<file path="config.mk">
export PLATFORM = sky130hd
export DESIGN_NAME = eirq_status_top
export DESIGN_NICKNAME = d
export VERILOG_FILES = /design/src/rtl/eirq_flag_cell.v /design/src/rtl/eirq_status_top.v
export VERILOG_INCLUDE_DIRS = /design/src /design/src/rtl
export SDC_FILE = /design/constraint.sdc
export NUM_CORES = 1
export LEC_CHECK = 0
export ABC_AREA = 1
export BUFFER_PORTS_ARGS = -buffer_cell sky130_fd_sc_hd__buf_2
export CAP_MARGIN = 5
export CORE_MARGIN = 5
export CORE_UTILIZATION = 35
export CTS_BUF_LIST = sky130_fd_sc_hd__clkbuf_2
export DETAILED_ROUTE_END_ITERATION = 8
export SYNTH_ARGS = -nofsm -noshare
export SYNTH_HDL_FRONTEND = slang
export SYNTH_HIERARCHICAL = 1
export SYNTH_SLANG_ARGS = --single-unit
export TNS_END_PERCENT = 10
</file>
<file path="constraint.sdc">
create_clock -name clk -period 1.37 [get_ports clk]
set_input_delay 0.137 -clock clk [delete_from_list [all_inputs] [get_ports clk]]
set_output_delay 0.137 -clock clk [all_outputs]
set_load 0.01 [all_outputs]
</file>
<file path="src/rtl/eirq_regs.vh">
// register offsets, field positions and reset values of the external request status block
`ifndef EIRQ_REGS_VH
`define EIRQ_REGS_VH

// ===========================================================================
// byte offsets on the bus
`define EIRQ_ADR_STATUS 8'h00
`define EIRQ_ADR_SENSE 8'h04
`define EIRQ_ADR_EVT 8'h08
`define EIRQ_ADR_MASK 8'h0C
`define EIRQ_ADR_ARMED 8'h10

// ===========================================================================
// field layout of the status register
`define EIRQ_FLAG_LSB 0
`define EIRQ_FLAG_MSB 7
`define EIRQ_LEVEL_LSB 8
`define EIRQ_LEVEL_MSB 15

// ===========================================================================
// sense codes
`define EIRQ_SENSE_LOW 2'b00
`define EIRQ_SENSE_FALL 2'b01
`define EIRQ_SENSE_RISE 2'b10
`define EIRQ_SENSE_BOTH 2'b11

// ===========================================================================
// reset values
`define EIRQ_RST_FLAGS 8'h00
`define EIRQ_RST_SENSE 16'h0000
`define EIRQ_RST_EVT 8'h00
`define EIRQ_RST_MASK 8'h00
`define EIRQ_RST_DATA 32'h0000_0000

// ===========================================================================
// timing: the bus answer comes this many cycles after a request is seen
`define EIRQ_ACK_CYCLES 1

`endif

</file>
<file path="src/rtl/eirq_flag_cell.v">
// request flag of one external request pin: level follow, edge latch and clearing
`timescale 1ns/1ps
`default_nettype none
`include "eirq_regs.vh"

module eirq_flag_cell (
    input wire clk,
    input wire rst_n,
    input wire [1:0] sense,
    input wire pin,
    input wire rd_seen,
    input wire wr_zero,
    input wire accept,
    output wire flag,
    output wire armed,
    output wire flag_rise
);

// ===========================================================================
// edge decode
function edge_hit;
    input [1:0] mode;
    input prev;
    input now;
    begin
        case (mode)
            `EIRQ_SENSE_FALL: edge_hit = prev & ~now;
            `EIRQ_SENSE_RISE: edge_hit = ~prev & now;
            `EIRQ_SENSE_BOTH: edge_hit = prev ^ now;
            default: edge_hit = 1'b0;
        endcase
    end
endfunction

reg flag_ff;
reg armed_ff;
reg prev_ff;
reg prev_valid_ff;
reg nxt_flag;
reg nxt_armed;
wire edge_mode;
wire hit;

assign edge_mode = |sense;
assign hit = prev_valid_ff & edge_hit(sense, prev_ff, pin);

// ===========================================================================
// previous pin sample; no edge is seen before the first sample after reset
always @(posedge clk or negedge rst_n) begin
    if (!rst_n) begin
        prev_ff <= 1'b0;
        prev_valid_ff <= 1'b0;
    end else begin
        prev_ff <= pin;
        prev_valid_ff <= 1'b1;
    end
end

// ===========================================================================
// flag next state
always @* begin
    nxt_flag = flag_ff;
    if (!edge_mode) begin
        nxt_flag = ~pin;
    end else if (hit) begin
        nxt_flag = 1'b1;
    end else if ((wr_zero && armed_ff) || accept) begin
        nxt_flag = 1'b0;
    end
end

// read of a one arms the clear; the arm lapses once the flag is zero
always @* begin
    nxt_armed = armed_ff;
    if (rd_seen) begin
        nxt_armed = 1'b1;
    end
    if (!nxt_flag || !edge_mode) begin
        nxt_armed = 1'b0;
    end
end

always @(posedge clk or negedge rst_n) begin
    if (!rst_n) begin
        flag_ff <= 1'b0;
        armed_ff <= 1'b0;
    end else begin
        flag_ff <= nxt_flag;
        armed_ff <= nxt_armed;
    end
end

assign flag = flag_ff;
assign armed = armed_ff;
assign flag_rise = nxt_flag & ~flag_ff;

endmodule
`default_nettype wire

</file>
<file path="src/rtl/eirq_status_top.v">
// external request status block: eight request pins, flags, wishbone slave, interrupt
//
// Contract
// one 16-bit status register reports pin levels and request flags of eight pins.
// bits 15..8 are read-only live levels of pins 7..0, 1 when the pin is high.
// level bits have no reset value and show the pin as sampled when read.
// bits 7..3 are read/write request flags of pins 7..3, reset to 0.
// in level mode a flag reads 1 while its pin is low.
// in level mode a flag returns to 0 when its pin goes high, with no software help.
// in edge mode a flag sets on the selected edge and then holds.
// in edge mode software clears a flag by reading it as 1 then writing 0.
// in edge mode a flag also clears when its interrupt is accepted.
// two sense bits per pin: 00 low level, 01 falling, 10 rising, 11 both edges.
// bits 2..0 are flags of pins 2..0, same behaviour, reset to 0.
// writing 1, writing 0 without a prior read of 1, or writing in level mode is ignored.
// a new edge in the same cycle as a clear or an accept wins over the clear.
//
// The address map and the Wishbone interface to the registers are this design's own decisions.
`timescale 1ns/1ps
`default_nettype none
`include "eirq_regs.vh"

module eirq_status_top (
    input wire clk,
    input wire rst_n,
    input wire wb_cyc,
    input wire wb_stb,
    input wire wb_we,
    input wire [7:0] wb_adr,
    input wire [3:0] wb_sel,
    input wire [31:0] wb_dat_wr,
    output wire [31:0] wb_dat_rd,
    output wire wb_ack,
    input wire [7:0] ext_request_pin,
    input wire [7:0] irq_accept,
    output wire [7:0] request_flag,
    output wire irq
);

// ===========================================================================
// register select decode
localparam SEL_STATUS = 5'b00001;
localparam SEL_SENSE = 5'b00010;
localparam SEL_EVT = 5'b00100;
localparam SEL_MASK = 5'b01000;
localparam SEL_ARMED = 5'b10000;
localparam SEL_NONE = 5'b00000;

function [4:0] reg_sel;
    input [7:0] adr;
    begin
        case (adr)
            `EIRQ_ADR_STATUS: reg_sel = SEL_STATUS;
            `EIRQ_ADR_SENSE: reg_sel = SEL_SENSE;
            `EIRQ_ADR_EVT: reg_sel = SEL_EVT;
            `EIRQ_ADR_MASK: reg_sel = SEL_MASK;
            `EIRQ_ADR_ARMED: reg_sel = SEL_ARMED;
            default: reg_sel = SEL_NONE;
        endcase
    end
endfunction

// ===========================================================================
// bus handshake state
reg ack_ff;
reg [31:0] rd_data_ff;
reg [31:0] nxt_rd_data;
wire req;
wire acc;
wire acc_wr;
wire acc_rd;
wire [4:0] sel_now;

// ===========================================================================
// configuration and interrupt registers
reg [15:0] ext_request_sense_config_reg_ff;
reg [15:0] nxt_sense;
reg [7:0] evt_ff;
reg [7:0] nxt_evt;
reg [7:0] mask_ff;
reg [7:0] nxt_mask;
reg irq_ff;

// ===========================================================================
// per-pin cell wiring
wire [7:0] flag_w;
wire [7:0] armed_w;
wire [7:0] rise_w;
wire [7:0] rd_seen_w;
wire [7:0] wr_zero_w;
wire [15:0] ext_request_status_reg;

// ===========================================================================
// request decode: a request is taken one cycle before ack, committed on ack
assign req = wb_cyc & wb_stb;
assign acc = req & ack_ff;
assign acc_wr = acc & wb_we;
assign acc_rd = acc & ~wb_we;
assign sel_now = reg_sel(wb_adr);

always @(posedge clk or negedge rst_n) begin
    if (!rst_n) begin
        ack_ff <= 1'b0;
    end else begin
        ack_ff <= req & ~ack_ff;
    end
end

// ===========================================================================
// status word: live pin levels above, request flags below
assign ext_request_status_reg = {ext_request_pin, flag_w};

// ===========================================================================
// read data is captured as ack rises and holds through the ack cycle
always @* begin
    nxt_rd_data = rd_data_ff;
    if (req && !ack_ff) begin
        nxt_rd_data = `EIRQ_RST_DATA;
        if (!wb_we) begin
            case (sel_now)
                SEL_STATUS: nxt_rd_data = {16'h0000, ext_request_status_reg};
                SEL_SENSE: nxt_rd_data = {16'h0000, ext_request_sense_config_reg_ff};
                SEL_EVT: nxt_rd_data = {24'h00_0000, evt_ff};
                SEL_MASK: nxt_rd_data = {24'h00_0000, mask_ff};
                SEL_ARMED: nxt_rd_data = {24'h00_0000, armed_w};
                default: nxt_rd_data = `EIRQ_RST_DATA;
            endcase
        end
    end
end

always @(posedge clk or negedge rst_n) begin
    if (!rst_n) begin
        rd_data_ff <= `EIRQ_RST_DATA;
    end else begin
        rd_data_ff <= nxt_rd_data;
    end
end

// ===========================================================================
// sense configuration, byte lanes 0 and 1
always @* begin
    nxt_sense = ext_request_sense_config_reg_ff;
    if (acc_wr && sel_now == SEL_SENSE) begin
        if (wb_sel[0]) begin
            nxt_sense[7:0] = wb_dat_wr[7:0];
        end
        if (wb_sel[1]) begin
            nxt_sense[15:8] = wb_dat_wr[15:8];
        end
    end
end

// ===========================================================================
// interrupt mask, byte lane 0
always @* begin
    nxt_mask = mask_ff;
    if (acc_wr && sel_now == SEL_MASK && wb_sel[0]) begin
        nxt_mask = wb_dat_wr[7:0];
    end
end

// ===========================================================================
// event status: set on every flag rise, write one to clear, set wins
always @* begin
    nxt_evt = evt_ff;
    if (acc_wr && sel_now == SEL_EVT && wb_sel[0]) begin
        nxt_evt = evt_ff & ~wb_dat_wr[7:0];
    end
    nxt_evt = nxt_evt | rise_w;
end

always @(posedge clk or negedge rst_n) begin
    if (!rst_n) begin
        ext_request_sense_config_reg_ff <= `EIRQ_RST_SENSE;
        mask_ff <= `EIRQ_RST_MASK;
        evt_ff <= `EIRQ_RST_EVT;
        irq_ff <= 1'b0;
    end else begin
        ext_request_sense_config_reg_ff <= nxt_sense;
        mask_ff <= nxt_mask;
        evt_ff <= nxt_evt;
        irq_ff <= |(evt_ff & mask_ff);
    end
end

// ===========================================================================
// per-pin flags; level bits are never written
genvar gi;
generate
    for (gi = 0; gi < 8; gi = gi + 1) begin : g_pin
        // a read that returned this flag as one arms its clear
        assign rd_seen_w[gi] = acc_rd & (sel_now == SEL_STATUS) & rd_data_ff[gi];
        // only a zero in an enabled low byte lane clears; ones are ignored
        assign wr_zero_w[gi] = acc_wr & (sel_now == SEL_STATUS) & wb_sel[0]
            & ~wb_dat_wr[gi];
        eirq_flag_cell u_cell (
            .clk(clk),
            .rst_n(rst_n),
            .sense(ext_request_sense_config_reg_ff[2*gi+1:2*gi]),
            .pin(ext_request_pin[gi]),
            .rd_seen(rd_seen_w[gi]),
            .wr_zero(wr_zero_w[gi]),
            .accept(irq_accept[gi]),
            .flag(flag_w[gi]),
            .armed(armed_w[gi]),
            .flag_rise(rise_w[gi])
        );
    end
endgenerate

// ===========================================================================
// outputs
assign wb_ack = ack_ff;
assign wb_dat_rd = rd_data_ff;
assign request_flag = flag_w;
assign irq = irq_ff;

endmodule
`default_nettype wire

</file>
==> run metrics <==
PD cells 741.4 mW/mm^2; synthesis-to-finish area growth 28.17%; grt total ovfl 0; Die H about 130 um; Crit. Startpoint wb_ack; Reg2Reg Depth 11; Data arrival, critical path 1.94 ns; setup TNS -1.071 ns; synthesized instance count 592; outcome finished, violations left; worst slack at placement -0.1904 ns; Final nets slightly above 800; Synth area leaders dfrtp_1, nand2_1, inv_1, nand3_1, ha_1; Hold Slack 0.07044 ns; core area 0.01314 sq mm; Worst-path clk slew approximately 0.21 ns; CTS Buffer Depth 2; final worst slack -0.1323 ns; max cap viols 0; total power 4.411 mW; fill cell count 1331; Logic pwr share 14.1%; top post-synthesis cells by count nand2_1, inv_1, dfrtp_1, nand3_1, nor2_1; initial antenna violation count 0; post-synth cell types 31; Clock power frac between 20 and 30%; first-pass GRT wire length 20690 um; Die Area 0.01567 sq mm; share of Yosys cell area claimed by the top area cell type 44.20%; Final Hold Viols 0; WL final 12140 um; WL/cell 13.21 um; Setup violations, final 18; Via density 4.560; Worst setup SP type register; Tcrit/Tclk final 109.7%; leakage 3.211 nW; CP Data Required Time 1.81 ns; reg-to-reg startpoint wb_ack; Sw Pwr 1.227 mW; Tightest Hold Check Type in -> reg; R2R setup slack -0.13 ns; area leader, netlist dfrtp_1; global placer's final weighted congestion around 0.84; Crit-path slowest cell dfrtp_2; CTS H-tree lvls 3; register bit total from synthesis 82; most common flop cell mapped by yosys dfrtp_1; CP peak stage delay 0.43 ns; DR iter-0 viols 159; DRC viols 0; Inserted Diodes 0; most used cell, CP nand2_1; failing checks negative setup slack; Die Span X approximately 130 um; # rows 42; fin crit period 1.502 ns; sequential share of the synthesized area ~44%; Yosys warnings 6; first drt pass iteration count 4; unrepaired setup endpoints after global routing true; largest net degree at the start of global routing 33; antenna violation net count after detailed routing 0; Cell Area, Synth 0.004642 sq mm; Syn Area/Cell 7.841 sq um; crit path cell chain nand3_4 > nor2_4 > nand2_4 > nor2_1 > nand2_1 > a31oi_2 > nand2_1 > nand2_2 > nor2_2 > inv_1 > nand2_1; Reg power frac 57.3%; critical setup path kind reg -> reg; endpoint class of the critical path register; FFs w/ async S/R, synth 100.0%; clk_skew 0.02865 ns; CP Capture Point evt_ff[0]; clk root buf clkbuf_2; vias 4191; Reg2Reg Capture Point evt_ff[0]; cts bufs inserted 9; internal power 3.184 mW; gr usage total 16.22%; Critical Path Fanout Max 8; Initial Util 35.33%; IO Count 107; Placed Area 0.005453 sq mm; switching portion of total power 27.82%; Clk Latency, worst-skew pair 0.54 ns; dpl hpwl 9205 um; Buffers on Ports 72; most common cell in the synthesized netlist nand2_1; ratio of cells with drive above 1 in the final layout around a quarter; clock sinks 82; fin. max-slew vios 0; Finished Cell Area 0.005949 sq mm; EDFF count, synth 0; CTS tree done; Max Fclk 665.6 MHz; vias in the first global route between 4000 and 5000; worst vdd ir 533.6 uV
==> metrics by stage <==
step           instances  utilization [%]
3_5_place_dp         870            41.50
6_report             919            45.29
5_1_grt              919            45.29
4_1_cts              919            45.14
3_3_place_gp         870            41.50
2_1_floorplan        607                -
==> registers in the layout, summed over array words and instances, names as in the netlist <==
name                             cells
irq                                  1
evt_ff                               8
g_pin.u_cell/armed                   8
mask_ff                              8
g_pin.u_cell/flag                    8
ext_request_sense_config_reg_ff     16
g_pin.u_cell/prev_ff                 8
wb_dat_rd                           16
g_pin.u_cell/prev_valid_ff           8
wb_ack                               1
==> how the worst min path moves through the flow <==
stage	startpoint	endpoint	slack [ns]	cells after the start
final	irq_accept[5]	g_pin[5].u_cell/flag	0.07	6
after global routing	irq_accept[5]	g_pin[5].u_cell/flag	0.06	6
after CTS	irq_accept[5]	g_pin[5].u_cell/flag	0.02	6
after detailed placement	rst_n	g_pin[6].u_cell/prev_ff	0.10	1
after global placement	rst_n	g_pin[6].u_cell/prev_ff	0.1	1
after floorplan	rst_n	evt_ff[0]	-0.16	0
==> repair_timing <==
| item | 4_1_cts | 5_1_grt |
|---|---|---|
| hold buffers | 33 | 0 |
| endpoints found under the hold margin | 142 | 0 |
| resized for setup | 9 | 6 |
| pin swaps | 2 | 0 |
| buffers inserted | 0 | 0 |
| setup endpoints to repair | 25 | 49 |
==> worst max-delay path: cells and delay by family (launching register included) <==
family / cells / cell delay, ns
AND/OR/NAND/NOR: 9 / 0.77
buffers and inverters: 1 / 0.05
flip-flops: 1 / 0.43
AO/OA/AOI/OAI: 1 / 0.15
==> layer usage <==
| layer | vias up | global-route usage (%) | share of wire [%] |
|---|---|---|---|
| li1 | 2108 | - | - |
| met1 | 1942 | 22.93 | 46 |
| met2 | 128 | 25.40 | 46 |
| met3 | 13 | 3.625 | 7.3 |
| met4 | 0 | 4.018 | 1.2 |
| met5 | - | 0 | 0 |
==> power groups by stage <==
stage / logic (mW) / registers [mW] / clock network (mW)
floorplan: 0.271 / 2.57 / 0
global placement: 0.520 / 2.56 / 0
detailed placement: 0.535 / 2.56 / 0
CTS: 0.622 / 2.53 / 1.32
global route: 0.708 / 2.54 / 1.41
finish: 0.621 / 2.53 / 1.26
==> kinds of logic (layout without fill, tap and decap cells) <==
logic type,after synthesis,in the layout,synth area share (%)
other cells,9,24,0.7277
fa+ha+maj,16,16,4.313
simple gates,285,285,27.92
buf+inv,117,253,11.13
compound gates,83,83,11.70
flops,82,82,44.20
==> layout by cell type, fill, tap and decap left out, drive strengths merged, types with 16 or more instances in the layout <==
master	Yosys	final
nand2	170	170
buf	21	109
inv	95	95
dfrtp	82	82
nor2	60	60
nand3	52	52
o21ai	48	48
dlygate4sd3	0	33
conb	9	24
ha	16	16
==> layout make-up <==
type                       count  area (sq um)  area share, %
timing repair buffer         142          1052          17.69
multi-input combinational    408          2148          36.11
tap                          176         220.2          3.701
clock inverter                 5         55.05         0.9253
sequential                    82          2059          34.62
inverter                      95         359.1          6.036
clock buffer                  11         55.05         0.9253
Power figures use the tool's default switching activity.
